--- config.mk ---
export PLATFORM = sky130hd
export DESIGN_NAME = star_transit_capture
export DESIGN_NICKNAME = d
export VERILOG_FILES = /design/src/hdl/stc_pkg.sv /design/src/hdl/chain_stage.sv /design/src/hdl/star_transit_capture.sv
export SDC_FILE = /design/constraint.sdc
export NUM_CORES = 1
export LEC_CHECK = 0
export ABC_AREA = 0
export BUFFER_PORTS_ARGS = -buffer_cell sky130_fd_sc_hd__buf_2
export CAP_MARGIN = 20
export CORE_UTILIZATION = 55
export CTS_CLUSTER_DIAMETER = 30
export DETAILED_ROUTE_END_ITERATION = 12
export PLACE_DENSITY = 0.77
export RECOVER_POWER = 50
export SYNTH_ARGS = -nofsm -noshare
export SYNTH_HDL_FRONTEND = slang
export SYNTH_SLANG_ARGS = --single-unit
--- constraint.sdc ---
create_clock -name clk -period 4.1 [get_ports clk]
set_input_delay 0.82 -clock clk [delete_from_list [all_inputs] [get_ports clk]]
set_output_delay 0.82 -clock clk [all_outputs]
set_load 0.01 [all_outputs]
--- src/hdl/stc_pkg.sv ---
// Constants, register map and record layouts for the star transit capture block
package stc_pkg;

    // ****************************************************************
    // Clock and timing
    // ****************************************************************
    localparam int CLK_PERIOD_NS = 40;
    localparam int ADVANCE_NS    = 400;
    localparam int ADVANCE_CYC   = (ADVANCE_NS + CLK_PERIOD_NS - 1) / CLK_PERIOD_NS;
    localparam logic [3:0] ADVANCE_CNT = 4'(ADVANCE_CYC);

    // ****************************************************************
    // Field widths and positions
    // ****************************************************************
    localparam int INTERP_W  = 6;
    localparam int BAR_W     = 8;
    localparam int WIDTH_W   = 3;
    localparam int POS_W     = 19;
    localparam int FLAGS_W   = 5;
    localparam int REC_W     = 25;
    localparam int DELTA_W   = WIDTH_W + INTERP_W;
    localparam int TYPE_BIT  = 24;
    localparam int MARK_LO   = 19;
    localparam int MARK_HI   = 23;
    localparam logic [FLAGS_W-1:0] X_MARK = 5'h1f;

    // ****************************************************************
    // Register map and reset values
    // ****************************************************************
    localparam logic [7:0] CTRL_OFF   = 8'h00;
    localparam logic [7:0] STATUS_OFF = 8'h04;
    localparam logic [5:0] CTRL_RST   = 6'h00;
    localparam int CTRL_FAST_BIT = 0;
    localparam int CTRL_FLAG_LO  = 1;

    // Star transit record as held in the assembly register
    typedef struct packed {
        logic                rtype;
        logic                rsv;
        logic [WIDTH_W-1:0]  width;
        logic [INTERP_W-1:0] eg_interp;
        logic [BAR_W-1:0]    bar;
        logic [INTERP_W-1:0] in_interp;
    } transit_rec_t;

    // Source feeding the head of the buffer chain
    typedef enum logic [1:0] {
        SRC_NONE    = 2'b00,
        SRC_Y       = 2'b01,
        SRC_X       = 2'b10,
        SRC_TRANSIT = 2'b11
    } src_t;

endpackage : stc_pkg

--- src/hdl/chain_stage.sv ---
// One flagged register of the buffer chain toward memory
`timescale 1ns/1ns
module chain_stage #(
    parameter int W = 25
) (
    input  wire logic         clk,
    input  wire logic         resetn,
    input  wire logic         up_flag,
    input  wire logic [W-1:0] up_data,
    input  wire logic         dn_take,
    output logic              up_take,
    output logic              flag,
    output logic [W-1:0]      data
);

    logic         flag_ff;
    logic         nxt_flag;
    logic [W-1:0] data_ff;
    logic [W-1:0] nxt_data;

    // Take from upstream only while empty
    always_comb begin
        up_take  = up_flag && !flag_ff;
        nxt_flag = up_take | (flag_ff & ~dn_take);
        nxt_data = up_take ? up_data : data_ff;
    end

    // Stage registers
    always_ff @(posedge clk or negedge resetn) begin
        if (!resetn) begin
            flag_ff <= 1'b0;
            data_ff <= '0;
        end else begin
            flag_ff <= nxt_flag;
            data_ff <= nxt_data;
        end
    end

    assign flag = flag_ff;
    assign data = data_ff;

    // Full stage keeps its word until taken
    full_hold_a: assert property (@(posedge clk) disable iff (!resetn)
        flag_ff && !dn_take |=> flag_ff && $stable(data_ff))
        else $error("full stage lost its word");

    // Taken stage goes empty
    take_clear_a: assert property (@(posedge clk) disable iff (!resetn)
        flag_ff && dn_take |=> !flag_ff)
        else $error("stage flag not cleared after transfer");

endmodule : chain_stage

--- src/hdl/star_transit_capture.sv ---
// Star transit capture: counters, holding registers, assembly and buffer chain to memory
// Functional notes
// - Stripe Y sampled once, recorded first
// - Y record: 19 bits plus five flag bits
// - X sampled each scan, interleaved with transits
// - X record bits 19..23 forced one
// - Bit 24: one for X, zero transit
// - Only transit records pass the width adder
// - Interpolation tick direct or divided, by speed
// - Interpolation zeroed on first tick after bar
// - Same pulse advances bar counter, 14-bit position
// - Bar counter cleared at scan start, checked
// - Enabled width counter advances with bar advance
// - Width enable waits for advance to finish
// - Width enable set when interpolation MSB high
// - Holding registers track counters until frozen
// - Ingress freezes bar, interp hold; flags ready
// - Ingress enters assembly when assembly is free
// - Ingress holds resume tracking after copy
// - Egress freezes width, interp hold; same transfer
// - Complete assembly sets flag, moves to buffer
// - Every chain register carries a data flag
// - Records advance to final stage, then memory
// - Transfer clears source flag, sets destination
// - Final stage requests memory, waits acknowledge
`timescale 1ns/1ns
module star_transit_capture #(
    parameter int BUF_STAGES  = 3,
    parameter int INTERP_DIV  = 2,
    parameter int EXPECT_BARS = 250
) (
    input  wire logic                       clk,
    input  wire logic                       resetn,
    input  wire logic [7:0]                 addr,
    input  wire logic [31:0]                wdata,
    input  wire logic                       wr,
    input  wire logic                       rd,
    output logic [31:0]                     rdata,
    input  wire logic                       reticle_bar,
    input  wire logic                       stripe_start,
    input  wire logic                       scan_start,
    input  wire logic                       scan_end,
    input  wire logic                       star_ingress,
    input  wire logic                       star_egress,
    input  wire logic [stc_pkg::POS_W-1:0]  stripe_y_counter,
    input  wire logic [stc_pkg::POS_W-1:0]  x_position_counter,
    input  wire logic                       mem_ack,
    output logic                            mem_req,
    output logic [stc_pkg::REC_W-1:0]       mem_data,
    output logic                            parity_error
);

    localparam int RW = stc_pkg::REC_W;
    localparam int IW = stc_pkg::INTERP_W;
    localparam int BW = stc_pkg::BAR_W;
    localparam int WW = stc_pkg::WIDTH_W;
    localparam logic [3:0]    DIV_LAST = 4'(INTERP_DIV - 1);
    localparam logic [BW-1:0] BAR_END  = BW'(EXPECT_BARS);

    // ****************************************************************
    // Register port
    // ****************************************************************
    logic [5:0]  ctrl_ff;
    logic [5:0]  nxt_ctrl;
    logic [31:0] rdata_ff;
    logic [31:0] nxt_rdata;
    logic [31:0] status_word;

    // Decode writes and reads; read data lasts one cycle
    always_comb begin
        nxt_ctrl  = ctrl_ff;
        nxt_rdata = 32'h0000_0000;
        if (wr && addr == stc_pkg::CTRL_OFF) begin
            nxt_ctrl = wdata[5:0];
        end
        if (rd) begin
            if (addr == stc_pkg::CTRL_OFF) begin
                nxt_rdata = {26'h000_0000, ctrl_ff};
            end else if (addr == stc_pkg::STATUS_OFF) begin
                nxt_rdata = status_word;
            end else begin
                nxt_rdata = 32'h0000_0000;
            end
        end
    end

    // Bus registers
    always_ff @(posedge clk or negedge resetn) begin
        if (!resetn) begin
            ctrl_ff  <= stc_pkg::CTRL_RST;
            rdata_ff <= 32'h0000_0000;
        end else begin
            ctrl_ff  <= nxt_ctrl;
            rdata_ff <= nxt_rdata;
        end
    end

    // ****************************************************************
    // Interpolation, bar and width counters
    // ****************************************************************
    logic [3:0]    div_ff, nxt_div;
    logic          ret_prev_ff, nxt_ret_prev;
    logic          zero_pend_ff, nxt_zero_pend;
    logic [IW-1:0] interp_ff, nxt_interp;
    logic [BW-1:0] bar_ff, nxt_bar;
    logic [WW-1:0] width_ff, nxt_width;
    logic [3:0]    busy_ff, nxt_busy;
    logic          arm_ff, nxt_arm;
    logic          wen_ff, nxt_wen;
    logic          perr_ff, nxt_perr;
    logic          tick;
    logic          advance;

    // Counting, zeroing and width enable
    always_comb begin
        tick          = ctrl_ff[stc_pkg::CTRL_FAST_BIT] || (div_ff == DIV_LAST);
        advance       = tick && zero_pend_ff;
        nxt_div       = (tick || ctrl_ff[stc_pkg::CTRL_FAST_BIT]) ? 4'h0 : div_ff + 4'h1;
        nxt_ret_prev  = reticle_bar;
        nxt_zero_pend = (reticle_bar && !ret_prev_ff) || (zero_pend_ff && !tick);
        nxt_interp    = interp_ff;
        nxt_bar       = bar_ff;
        nxt_width     = width_ff;
        nxt_busy      = (busy_ff != 4'h0) ? busy_ff - 4'h1 : 4'h0;
        nxt_arm       = arm_ff;
        nxt_wen       = wen_ff;
        nxt_perr      = perr_ff;
        if (advance) begin
            nxt_interp = '0;
            nxt_bar    = bar_ff + BW'(1);
            nxt_busy   = stc_pkg::ADVANCE_CNT;
            if (wen_ff) begin
                nxt_width = width_ff + WW'(1);
            end
        end else if (tick) begin
            nxt_interp = interp_ff + IW'(1);
        end
        if (scan_start) begin
            nxt_bar = '0;
        end
        if (scan_end) begin
            nxt_perr = (bar_ff != BAR_END);
        end
        if (arm_ff && interp_ff[IW-1] && busy_ff == 4'h0) begin
            nxt_wen = 1'b1;
            nxt_arm = 1'b0;
        end
        if (star_ingress) begin
            nxt_width = '0;
            nxt_arm   = 1'b1;
            nxt_wen   = 1'b0;
        end
        if (star_egress) begin
            nxt_arm = 1'b0;
            nxt_wen = 1'b0;
        end
    end

    // Counter registers
    always_ff @(posedge clk or negedge resetn) begin
        if (!resetn) begin
            div_ff       <= 4'h0;
            ret_prev_ff  <= 1'b0;
            zero_pend_ff <= 1'b0;
            interp_ff    <= '0;
            bar_ff       <= '0;
            width_ff     <= '0;
            busy_ff      <= 4'h0;
            arm_ff       <= 1'b0;
            wen_ff       <= 1'b0;
            perr_ff      <= 1'b0;
        end else begin
            div_ff       <= nxt_div;
            ret_prev_ff  <= nxt_ret_prev;
            zero_pend_ff <= nxt_zero_pend;
            interp_ff    <= nxt_interp;
            bar_ff       <= nxt_bar;
            width_ff     <= nxt_width;
            busy_ff      <= nxt_busy;
            arm_ff       <= nxt_arm;
            wen_ff       <= nxt_wen;
            perr_ff      <= nxt_perr;
        end
    end

    // ****************************************************************
    // Holding registers and assembly register
    // ****************************************************************
    logic [BW-1:0] bar_h_ff, nxt_bar_h;
    logic [IW-1:0] in_i_h_ff, nxt_in_i_h;
    logic [WW-1:0] width_h_ff, nxt_width_h;
    logic [IW-1:0] eg_i_h_ff, nxt_eg_i_h;
    logic          in_rdy_ff, nxt_in_rdy;
    logic          eg_rdy_ff, nxt_eg_rdy;
    stc_pkg::transit_rec_t a_rec_ff, nxt_a_rec;
    logic          a_in_ff, nxt_a_in;
    logic          a_eg_ff, nxt_a_eg;
    logic          a_flag_ff, nxt_a_flag;
    logic          move_in;
    logic          move_eg;
    logic          a_taken;

    // Track, freeze and merge into assembly
    always_comb begin
        move_in     = in_rdy_ff && !a_in_ff && !a_flag_ff;
        move_eg     = eg_rdy_ff && !a_eg_ff && !a_flag_ff;
        nxt_in_rdy  = in_rdy_ff && !move_in;
        nxt_eg_rdy  = eg_rdy_ff && !move_eg;
        nxt_bar_h   = in_rdy_ff ? bar_h_ff : bar_ff;
        nxt_in_i_h  = in_rdy_ff ? in_i_h_ff : interp_ff;
        nxt_width_h = eg_rdy_ff ? width_h_ff : width_ff;
        nxt_eg_i_h  = eg_rdy_ff ? eg_i_h_ff : interp_ff;
        if (star_ingress && (!in_rdy_ff || move_in)) begin
            nxt_bar_h  = bar_ff;
            nxt_in_i_h = interp_ff;
            nxt_in_rdy = 1'b1;
        end
        if (star_egress && (!eg_rdy_ff || move_eg)) begin
            nxt_width_h = width_ff;
            nxt_eg_i_h  = interp_ff;
            nxt_eg_rdy  = 1'b1;
        end
        nxt_a_rec  = a_rec_ff;
        nxt_a_in   = a_in_ff || move_in;
        nxt_a_eg   = a_eg_ff || move_eg;
        nxt_a_flag = a_flag_ff && !a_taken;
        nxt_a_rec.rtype = 1'b0;
        nxt_a_rec.rsv   = 1'b0;
        if (move_in) begin
            nxt_a_rec.bar       = bar_h_ff;
            nxt_a_rec.in_interp = in_i_h_ff;
        end
        if (move_eg) begin
            nxt_a_rec.width     = width_h_ff;
            nxt_a_rec.eg_interp = eg_i_h_ff;
        end
        if (nxt_a_in && nxt_a_eg) begin
            nxt_a_flag = 1'b1;
            nxt_a_in   = 1'b0;
            nxt_a_eg   = 1'b0;
        end
    end

    // Holding and assembly registers
    always_ff @(posedge clk or negedge resetn) begin
        if (!resetn) begin
            bar_h_ff   <= '0;
            in_i_h_ff  <= '0;
            width_h_ff <= '0;
            eg_i_h_ff  <= '0;
            in_rdy_ff  <= 1'b0;
            eg_rdy_ff  <= 1'b0;
            a_rec_ff   <= '0;
            a_in_ff    <= 1'b0;
            a_eg_ff    <= 1'b0;
            a_flag_ff  <= 1'b0;
        end else begin
            bar_h_ff   <= nxt_bar_h;
            in_i_h_ff  <= nxt_in_i_h;
            width_h_ff <= nxt_width_h;
            eg_i_h_ff  <= nxt_eg_i_h;
            in_rdy_ff  <= nxt_in_rdy;
            eg_rdy_ff  <= nxt_eg_rdy;
            a_rec_ff   <= nxt_a_rec;
            a_in_ff    <= nxt_a_in;
            a_eg_ff    <= nxt_a_eg;
            a_flag_ff  <= nxt_a_flag;
        end
    end

    // ****************************************************************
    // Position records and chain head
    // ****************************************************************
    logic          y_pend_ff, nxt_y_pend;
    logic [RW-1:0] y_rec_ff, nxt_y_rec;
    logic          x_pend_ff, nxt_x_pend;
    logic [RW-1:0] x_rec_ff, nxt_x_rec;
    stc_pkg::src_t             head_src;
    logic                      head_flag;
    logic [RW-1:0]             head_data;
    wire  logic [BUF_STAGES:0] stg_flag;
    wire  logic [BUF_STAGES:0] stg_take;
    wire  logic [RW-1:0]       stg_data [BUF_STAGES:0];

    // Pick the head source: Y first, then X, then transit
    always_comb begin
        if (y_pend_ff) begin
            head_src = stc_pkg::SRC_Y;
        end else if (x_pend_ff) begin
            head_src = stc_pkg::SRC_X;
        end else if (a_flag_ff) begin
            head_src = stc_pkg::SRC_TRANSIT;
        end else begin
            head_src = stc_pkg::SRC_NONE;
        end
        head_flag = 1'b1;
        case (head_src)
            stc_pkg::SRC_Y:       head_data = y_rec_ff;
            stc_pkg::SRC_X:       head_data = x_rec_ff;
            stc_pkg::SRC_TRANSIT: head_data = a_rec_ff;
            default: begin
                head_data = '0;
                head_flag = 1'b0;
            end
        endcase
        a_taken    = stg_take[0] && head_src == stc_pkg::SRC_TRANSIT;
        nxt_y_pend = y_pend_ff && !(stg_take[0] && head_src == stc_pkg::SRC_Y);
        nxt_x_pend = x_pend_ff && !(stg_take[0] && head_src == stc_pkg::SRC_X);
        nxt_y_rec  = y_rec_ff;
        nxt_x_rec  = x_rec_ff;
        if (stripe_start) begin
            nxt_y_pend = 1'b1;
            nxt_y_rec  = {1'b1, ctrl_ff[stc_pkg::CTRL_FLAG_LO +: stc_pkg::FLAGS_W], stripe_y_counter};
        end
        if (scan_start) begin
            nxt_x_pend = 1'b1;
            nxt_x_rec  = {1'b1, stc_pkg::X_MARK, x_position_counter};
        end
    end

    // Chain head feeds the first buffer stage
    assign stg_flag[0] = head_flag;
    assign stg_data[0] = head_data;

    // Position record registers
    always_ff @(posedge clk or negedge resetn) begin
        if (!resetn) begin
            y_pend_ff <= 1'b0;
            y_rec_ff  <= '0;
            x_pend_ff <= 1'b0;
            x_rec_ff  <= '0;
        end else begin
            y_pend_ff <= nxt_y_pend;
            y_rec_ff  <= nxt_y_rec;
            x_pend_ff <= nxt_x_pend;
            x_rec_ff  <= nxt_x_rec;
        end
    end

    // ****************************************************************
    // Buffer chain and memory feed stage
    // ****************************************************************
    logic          feed_flag_ff, nxt_feed_flag;
    logic [RW-1:0] feed_data_ff, nxt_feed_data;
    logic [stc_pkg::DELTA_W-1:0] delta;
    logic          feed_take;

    // Feed stage takes from the last buffer stage
    assign stg_take[BUF_STAGES] = feed_take;

    // Flagged buffer registers
    generate
        for (genvar i = 0; i < BUF_STAGES; i++) begin : g_buf
            chain_stage #(.W(RW)) u_stage (
                .clk     (clk),
                .resetn  (resetn),
                .up_flag (stg_flag[i]),
                .up_data (stg_data[i]),
                .dn_take (stg_take[i+1]),
                .up_take (stg_take[i]),
                .flag    (stg_flag[i+1]),
                .data    (stg_data[i+1])
            );
        end
    endgenerate

    // Final stage: width adder on transits, memory handshake
    always_comb begin
        feed_take     = stg_flag[BUF_STAGES] && !feed_flag_ff;
        delta         = stg_data[BUF_STAGES][22:14] - {3'h0, stg_data[BUF_STAGES][5:0]};
        nxt_feed_flag = feed_take || (feed_flag_ff && !mem_ack);
        nxt_feed_data = feed_data_ff;
        if (feed_take) begin
            if (stg_data[BUF_STAGES][stc_pkg::TYPE_BIT]) begin
                nxt_feed_data = stg_data[BUF_STAGES];
            end else begin
                nxt_feed_data = {2'b00, delta, stg_data[BUF_STAGES][13:0]};
            end
        end
    end

    // Feed stage registers
    always_ff @(posedge clk or negedge resetn) begin
        if (!resetn) begin
            feed_flag_ff <= 1'b0;
            feed_data_ff <= '0;
        end else begin
            feed_flag_ff <= nxt_feed_flag;
            feed_data_ff <= nxt_feed_data;
        end
    end

    assign status_word  = {25'h000_0000, perr_ff, feed_flag_ff, a_flag_ff, eg_rdy_ff, in_rdy_ff, arm_ff, wen_ff};
    assign rdata        = rdata_ff;
    assign mem_req      = feed_flag_ff;
    assign mem_data     = feed_data_ff;
    assign parity_error = perr_ff;

    // ****************************************************************
    // Checks
    // ****************************************************************
    interp_zero_a: assert property (@(posedge clk) disable iff (!resetn)
        advance |=> interp_ff == '0)
        else $error("interpolation not zeroed on advance");

    bar_step_a: assert property (@(posedge clk) disable iff (!resetn)
        advance && !scan_start |=> bar_ff == $past(bar_ff) + BW'(1))
        else $error("bar counter did not advance with zeroing");

    bar_clear_a: assert property (@(posedge clk) disable iff (!resetn)
        scan_start |=> bar_ff == '0)
        else $error("bar counter not cleared at scan start");

    width_gate_a: assert property (@(posedge clk) disable iff (!resetn)
        $rose(wen_ff) |-> $past(interp_ff[IW-1]) && $past(busy_ff) == 4'h0)
        else $error("width enabled outside safe zone");

    x_mark_a: assert property (@(posedge clk) disable iff (!resetn)
        x_pend_ff |-> x_rec_ff[stc_pkg::MARK_HI:stc_pkg::MARK_LO] == stc_pkg::X_MARK && x_rec_ff[stc_pkg::TYPE_BIT])
        else $error("position record marker wrong");

    ingress_freeze_a: assert property (@(posedge clk) disable iff (!resetn)
        star_ingress && !in_rdy_ff |=> in_rdy_ff && bar_h_ff == $past(bar_ff))
        else $error("ingress did not freeze holds");

    x_pass_a: assert property (@(posedge clk) disable iff (!resetn)
        stg_take[BUF_STAGES] && stg_data[BUF_STAGES][stc_pkg::TYPE_BIT] |=> mem_data == $past(stg_data[BUF_STAGES]))
        else $error("position record altered by adder");

    req_hold_a: assert property (@(posedge clk) disable iff (!resetn)
        mem_req && !mem_ack |=> mem_req && $stable(mem_data))
        else $error("memory request dropped before acknowledge");

    ack_clear_a: assert property (@(posedge clk) disable iff (!resetn)
        mem_req && mem_ack |=> !mem_req)
        else $error("feed flag not cleared after acknowledge");

endmodule : star_transit_capture

## After elaboration in Yosys (flattened, before gate mapping)

Cells that the tools add are included.

| cells by class | value |
|---|---|
| reduce and logical (&&, ||, !) cells | 61 |
| bitwise gates (word level) | 9 |
| muxes and demuxes | 40 |
| equality and inequality tests | 8 |
| add/sub/neg operators | 6 |

Operators with widths:

| cell | count |
|---|---|
| 25-bit case mux with 3 select lines | 1 |
| 32-bit two-way mux | 2 |
| 6-bit two-way mux | 6 |
| 8-bit two-way mux | 4 |
| 1-bit logical AND | 26 |
| 25-bit two-way mux | 1 |
| 1-bit logical NOT | 17 |
| 3-bit two-way mux | 5 |
| 1-bit two-way mux | 14 |
| 4-bit two-way mux | 3 |
| 9-bit by 6-bit subtractor with 9-bit output | 1 |
| 8-bit by 1-bit adder with 8-bit output, second input constant | 1 |
| 8-bit by 3-bit equality test with 1-bit output, second input constant | 1 |
| 8-bit logical NOT | 1 |
| 1-bit logical OR | 8 |
| 8-bit inequality test, second input constant | 1 |
| 2-bit nonzero test | 4 |
| 7-bit two-way mux | 1 |
| 6-bit by 1-bit adder with 6-bit output, second input constant | 1 |
| 2-bit two-way mux | 3 |
| 4-bit by 1-bit adder with 4-bit output, second input constant | 1 |
| 2-bit equality test, second input constant | 2 |
| 4-bit by 1-bit equality test with 1-bit output, second input constant | 1 |
| 4-bit logical NOT | 1 |
| other kinds (11) | 18 |

| word-level totals | value |
|---|---|
| register bits | 270 |
| output and inout port bits | 59 |
| logic and storage cells | 161 |

## Longest topological paths before layout

| depth | value |
|---|---|
| depth after elaboration | 11 |
| depth in mapped cells | 8 |

## By module

Synthesis repeated with hierarchy kept, for this count alone.

| unflattened totals | value |
|---|---|
| cell total of the unflattened synthesis | 827 |
| area total of the unflattened synthesis | 10676.5 um^2 |

Modules (own cells, without submodules):

| module | area an instance (um^2) | instances | cells an instance | sequential area each (um^2) |
|---|---|---|---|---|
| star_transit_capture | 7459.7 | 1 | 656 | 4179.0 |
| chain_stage | 1072.3 | 3 | 57 | 650.6 |

## Least setup slack after synthesis

OpenSTA, ideal clock, no wires.

| timing | value |
|---|---|
| path kind | in2reg |
| from | input addr[6] |
| to | register ctrl_ff[0] |
| setup slack | 2.198 ns |
| setup time | 0.125 ns |
| data required time | 3.975 ns |
| stages | 5 |
| data arrival time | 1.778 ns |
| cells stage by stage | nor4_1 -> nand2_1 -> nor2_4 -> nand2_2 -> mux2_2 |

| between the ends | value |
|---|---|
| word-level cells in the longest chain between the ends | 2 |

Ends and longest elaborated chain:

| what | line | RTL |
|---|---|---|
| start, declared | star_transit_capture.sv:34 | `input wire logic [7:0] addr,` |
| 8-bit logical NOT | star_transit_capture.sv:73 | `if (wr && addr == stc_pkg::CTRL_OFF) begin` |
| 1-bit logical AND | star_transit_capture.sv:73 |  |
| end signal, assigned | star_transit_capture.sv:90 | `ctrl_ff <= stc_pkg::CTRL_RST;` |
| end signal, assigned | star_transit_capture.sv:93 | `ctrl_ff <= nxt_ctrl;` |
| end, declared | star_transit_capture.sv:63 | `logic [5:0] ctrl_ff;` |

No other way between the ends.
A chain may end at the register's enable or synchronous reset.

## Worst setup path in the final report

| timing | value |
|---|---|
| from | register a_flag_ff |
| to | register g_buf[0].u_stage.data_ff[8] |

| between the ends | value |
|---|---|
| word-level cells in the longest chain between the ends | 7 |

Ends and longest elaborated chain:

| what | line | RTL |
|---|---|---|
| start, declared | star_transit_capture.sv:198 | `logic a_flag_ff, nxt_a_flag;` |
| start signal, assigned | star_transit_capture.sv:267 | `a_flag_ff <= nxt_a_flag;` |
| 2-bit two-way mux * | star_transit_capture.sv:291 | `end else if (a_flag_ff) begin` |
| 2-bit two-way mux * | star_transit_capture.sv:289 | `end else if (x_pend_ff) begin` |
| 2-bit two-way mux * | star_transit_capture.sv:287 | `if (y_pend_ff) begin` |
| 2-bit equality test or 2-bit by 1-bit equality test with 1-bit output (tied branches) | star_transit_capture.sv:297 | `case (head_src)` |
| 3-bit OR reduction (no line) | -- |  |
| 1-bit two-way mux | star_transit_capture.sv:297 |  |
| 1-bit logical AND | chain_stage.sv:23 | `up_take = up_flag && !flag_ff;` |
| end signal, assigned | chain_stage.sv:35 | `data_ff <= nxt_data;` |
| end, declared | chain_stage.sv:18 | `logic [W-1:0] data_ff;` |

Every way passes the cells marked *; elsewhere a longest branch is shown, timed or not.

==> implementation parameters <==
Parameter                              Value

Status
  Outcome    complete, but fails checks
  Failing checks    design-rule violations, max-capacitance violations, max-slew violations

Layout
  Ant. Diodes    0
  Layout overhead on the synthesized area    19.2%
  Fraction of layout cells with a size suffix above 1    0.307
  Nets@finish    1,082
  Post-Layout Cell Count    1,241

Global route
  GRT overflow    0
  Total track usage    0.222
  Antenna violations before repair    0
  Pin count of the biggest net entering global routing    118
  Global-route wire length before repair    34,400 um
  Vias in the first global route    6,873

Logic synthesis
  Cell with the most instances after synthesis    sky130_fd_sc_hd__dfrtp_1
  Synth top area share    0.592
  Share of synthesized area occupied by flip-flops and latches    0.592
  Synthesized area    10,400 sq um
  Post-synth ARST share    1.00
  Cell taking the most area after synthesis    sky130_fd_sc_hd__dfrtp_1
  FF+latch count, synth    245
  Number of enable-type register cells in the synthesized netlist    0
  Post-synthesis average cell area    11.8 sq um
  Leading register cell type out of synthesis    sky130_fd_sc_hd__dfrtp_1
  Number of instances in the synthesized netlist    878
  Warnings, synthesis    0
  Distinct cell type count of the synthesized netlist    48
  Leading cell types by total area after synthesis    sky130_fd_sc_hd__dfrtp_1 59%, sky130_fd_sc_hd__mux2_2 14%, sky130_fd_sc_hd__nand2_1 4.0%
  Most used standard cells in the synthesized netlist    245 x sky130_fd_sc_hd__dfrtp_1, 129 x sky130_fd_sc_hd__mux2_2, 109 x sky130_fd_sc_hd__nand2_1, 59 x sky130_fd_sc_hd__a21oi_1, 50 x sky130_fd_sc_hd__o21ai_0

Floorplanning
  Floorplan core area    18,200 sq um
  Number of top-level pins    148
  Die height    139 um
  DIE WIDTH    139 um
  Number of standard-cell rows in the floorplan    49
  Starting density of the core    0.569
  Overall die area    19,400 sq um

Route
  Post-route DRC violation count    10
  Drt initial violations    278
  Count of nets left with antenna violations after detail routing    0
  Routed length per placed instance    16.4 um
  Routed vias/inst    5.39
  Detailed-route via count    6,685
  Router iterations before antenna repair    10
  Total routed wirelength    20,400 um

Critical path
  Sum of buffers and inverters on the critical path    1
  Crit end category    register
  Start of the worst register-to-register path    a_flag_ff$_DFF_PN0_
  R2R depth    6
  Type of the setup path with the least slack    reg -> reg
  Crit path max-delay family    simple AND/OR/NAND/NOR gates
  WP data required    4.53 ns
  Arrival time reported for the critical path endpoint    3.01 ns
  Setup slack, reg-to-reg    1.52 ns
  Stage delay of the slowest cell on the critical path    0.83 ns
  Maximum fanout encountered on the critical timing path    23
  Critical Path Source Type    register
  Terminus of the critical flop-to-flop path    g_buf[0].u_stage.data[8]$_DFFE_PN0N_
  Cells traversed along the worst timing path    clkbuf_1 > nor2b_1 > a22oi_1 > nor2_1 > a21oi_1 > o21ai_0
  CP max stage cell    sky130_fd_sc_hd__clkbuf_1

STA
  Maximum clock skew at final layout    0.0199 ns
  Crit share post-route    0.629
  Number of endpoints failing setup at the final stage    0
  Max_slew headroom    -0.0727
  Final TNS setup    0 ns
  Max-slew violations    98
  Transition time at the pin with the least slew margin    1.61 ns
  Fin crit period    2.58 ns
  Maximum frequency from static timing analysis    0.388 GHz
  Setup repair after global routing missed its margin    false
  Hold Vio Cnt, Final    0

Clock network
  Hold-fix buffers at CTS    0
  Clock Path Buffers    3
  Clock buffer count from CTS    41
  CTS tree    done
  Total of cells resized after clock tree synthesis    0
  Latest clock arrival within the worst-skew pair    0.52 ns
  Clock sink count    245
  Cell at the root of the clock tree    sky130_fd_sc_hd__clkbuf_16
  Number of post-CTS setup repair buffers    0
  Clock transition at the registers of the reported paths    0.06 ns
  Level count of the clock H-tree    2

Power and ir drop
  Leakage    5.88 nW
  Maximum vdd ir drop    458 uV
  Pwr per Cell Area    757 nW/um^2

Placement
  Routability cong.    0.788
  Placed cell count    1,166
  Count of port buffers added during placement    96
  HPWL after detailed placement    12,900 um

Worst hold path
  Classification of the worst-slack hold path    in -> async

Flow run
  Maximum capacitance violations    2
[worst register-to-register path, stage by stage, from the launching register on]
cell	delay, ns
sky130_fd_sc_hd__dfrtp_1	0.38
sky130_fd_sc_hd__clkbuf_1	0.83
sky130_fd_sc_hd__nor2b_1	0.71
sky130_fd_sc_hd__a22oi_1	0.19
sky130_fd_sc_hd__nor2_1	0.15
sky130_fd_sc_hd__a21oi_1	0.05
sky130_fd_sc_hd__o21ai_0	0.17
[worst max-delay path by stage]
stage / endpoint / slack, ns / start / cells after the start
2_1_floorplan: ctrl_ff[0]$_DFFE_PN0P_ / 2.20 / addr[6] / 5
3_3_place_gp: ctrl_ff[5]$_DFFE_PN0P_ / 1.94 / addr[6] / 6
3_5_place_dp: ctrl_ff[4]$_DFFE_PN0P_ / 1.85 / addr[6] / 6
4_1_cts: in_i_h_ff[0]$_DFFE_PN0P_ / 1.84 / in_rdy_ff$_DFF_PN0_ / 4
5_1_grt: div_ff[2]$_DFF_PN0_ / 1.21 / resetn / 2
6_report: g_buf[0].u_stage.data[8]$_DFFE_PN0N_ / 1.52 / a_flag_ff$_DFF_PN0_ / 6
[metrics by stage]
step           cell area, sq um  worst slack [ns]   util  hold slack, ns  total power (W)
2_1_floorplan             10400              2.20      -           0.409          0.00528
3_3_place_gp              10900              1.94  0.600           0.412          0.00576
3_5_place_dp              10900              1.85  0.601           0.421          0.00590
4_1_cts                   12400              1.84  0.679           0.427          0.00942
5_1_grt                   12300              1.21  0.678           0.441          0.00993
6_report                  12300              1.52  0.678           0.348          0.00934
[routing by layer]
metal / GRT usage / vias up / share of wire
met4: 0.0830 / 0 / 0.027
met5: 0 / - / 0
li1: - / 3204 / -
met3: 0.0471 / 50 / 0.043
met2: 0.369 / 154 / 0.50
met1: 0.288 / 3277 / 0.43
[layout by cell type (no fill, tap or decap), types with 4 or more instances in the layout]
cell type,netlist,layout
sky130_fd_sc_hd__a21o_1,4,4
sky130_fd_sc_hd__a21oi_1,59,59
sky130_fd_sc_hd__a22oi_1,9,9
sky130_fd_sc_hd__and3_1,5,5
sky130_fd_sc_hd__buf_2,18,92
sky130_fd_sc_hd__buf_4,25,5
sky130_fd_sc_hd__bufinv_16,0,4
sky130_fd_sc_hd__clkbuf_1,23,8
sky130_fd_sc_hd__clkbuf_16,0,43
sky130_fd_sc_hd__clkbuf_8,0,4
sky130_fd_sc_hd__clkinv_2,0,4
sky130_fd_sc_hd__clkinv_4,0,4
sky130_fd_sc_hd__clkinvlp_4,0,5
sky130_fd_sc_hd__conb_1,1,25
sky130_fd_sc_hd__dfrtp_1,245,245
sky130_fd_sc_hd__ha_1,12,12
sky130_fd_sc_hd__inv_1,16,16
sky130_fd_sc_hd__inv_6,0,8
sky130_fd_sc_hd__mux2_1,10,11
sky130_fd_sc_hd__mux2_2,129,128
sky130_fd_sc_hd__nand2_1,109,109
sky130_fd_sc_hd__nand2b_1,6,6
sky130_fd_sc_hd__nand3_1,10,10
sky130_fd_sc_hd__nand3b_1,17,17
sky130_fd_sc_hd__nor2_1,39,39
sky130_fd_sc_hd__nor2b_1,14,13
sky130_fd_sc_hd__nor3_1,16,16
sky130_fd_sc_hd__o21a_1,4,4
sky130_fd_sc_hd__o21ai_0,50,50
sky130_fd_sc_hd__o31ai_1,4,4
sky130_fd_sc_hd__xnor2_1,6,6
sky130_fd_sc_hd__xor2_1,7,7
[state kept, by name, summed over array words and instances, names as in the netlist, 3 cells and up]
register and flops:
y_rec_ff 25, ctrl_ff 6, g_buf.u_stage.data 75, x_rec_ff 20, bar_h_ff 8, mem_data 25
width_h_ff 3, a_rec_ff 23, in_i_h_ff 6, width_ff 3, interp_ff 6, g_buf.u_stage.flag 3
eg_i_h_ff 6, bar_ff 8, rdata 7, div_ff 4, busy_ff 4
[area by class of cell]
cell class | instances | area, sq um
Fill cell | 1339 | 5870
Clock buffer | 50 | 1140
Clock inverter | 25 | 283
Timing Repair Buffer | 106 | 572
Multi-Input combinational cell | 570 | 3870
Sequential cell | 245 | 6130
Tap cell | 229 | 287
Inverter | 16 | 60.1
[kinds of logic after synthesis]
family / synth area share
xor+xnor: 0.0110
mux: 0.152
flops: 0.592
other cells: 0.000362
buf+inv: 0.0435
fa+ha+maj: 0.0164
simple gates: 0.108
compound gates: 0.0770
[report_power, final]
| group | internal [W] | total [W] | leakage, nW | switching [W] |
|---|---|---|---|---|
| combinational | 0.00103 | 0.00223 | 2.10 | 0.00119 |
| sequential | 0.00316 | 0.00365 | 3.09 | 0.000494 |
| clock | 0.00226 | 0.00346 | 0.688 | 0.00120 |
No activity file was read; power rests on OpenSTA's default activity.
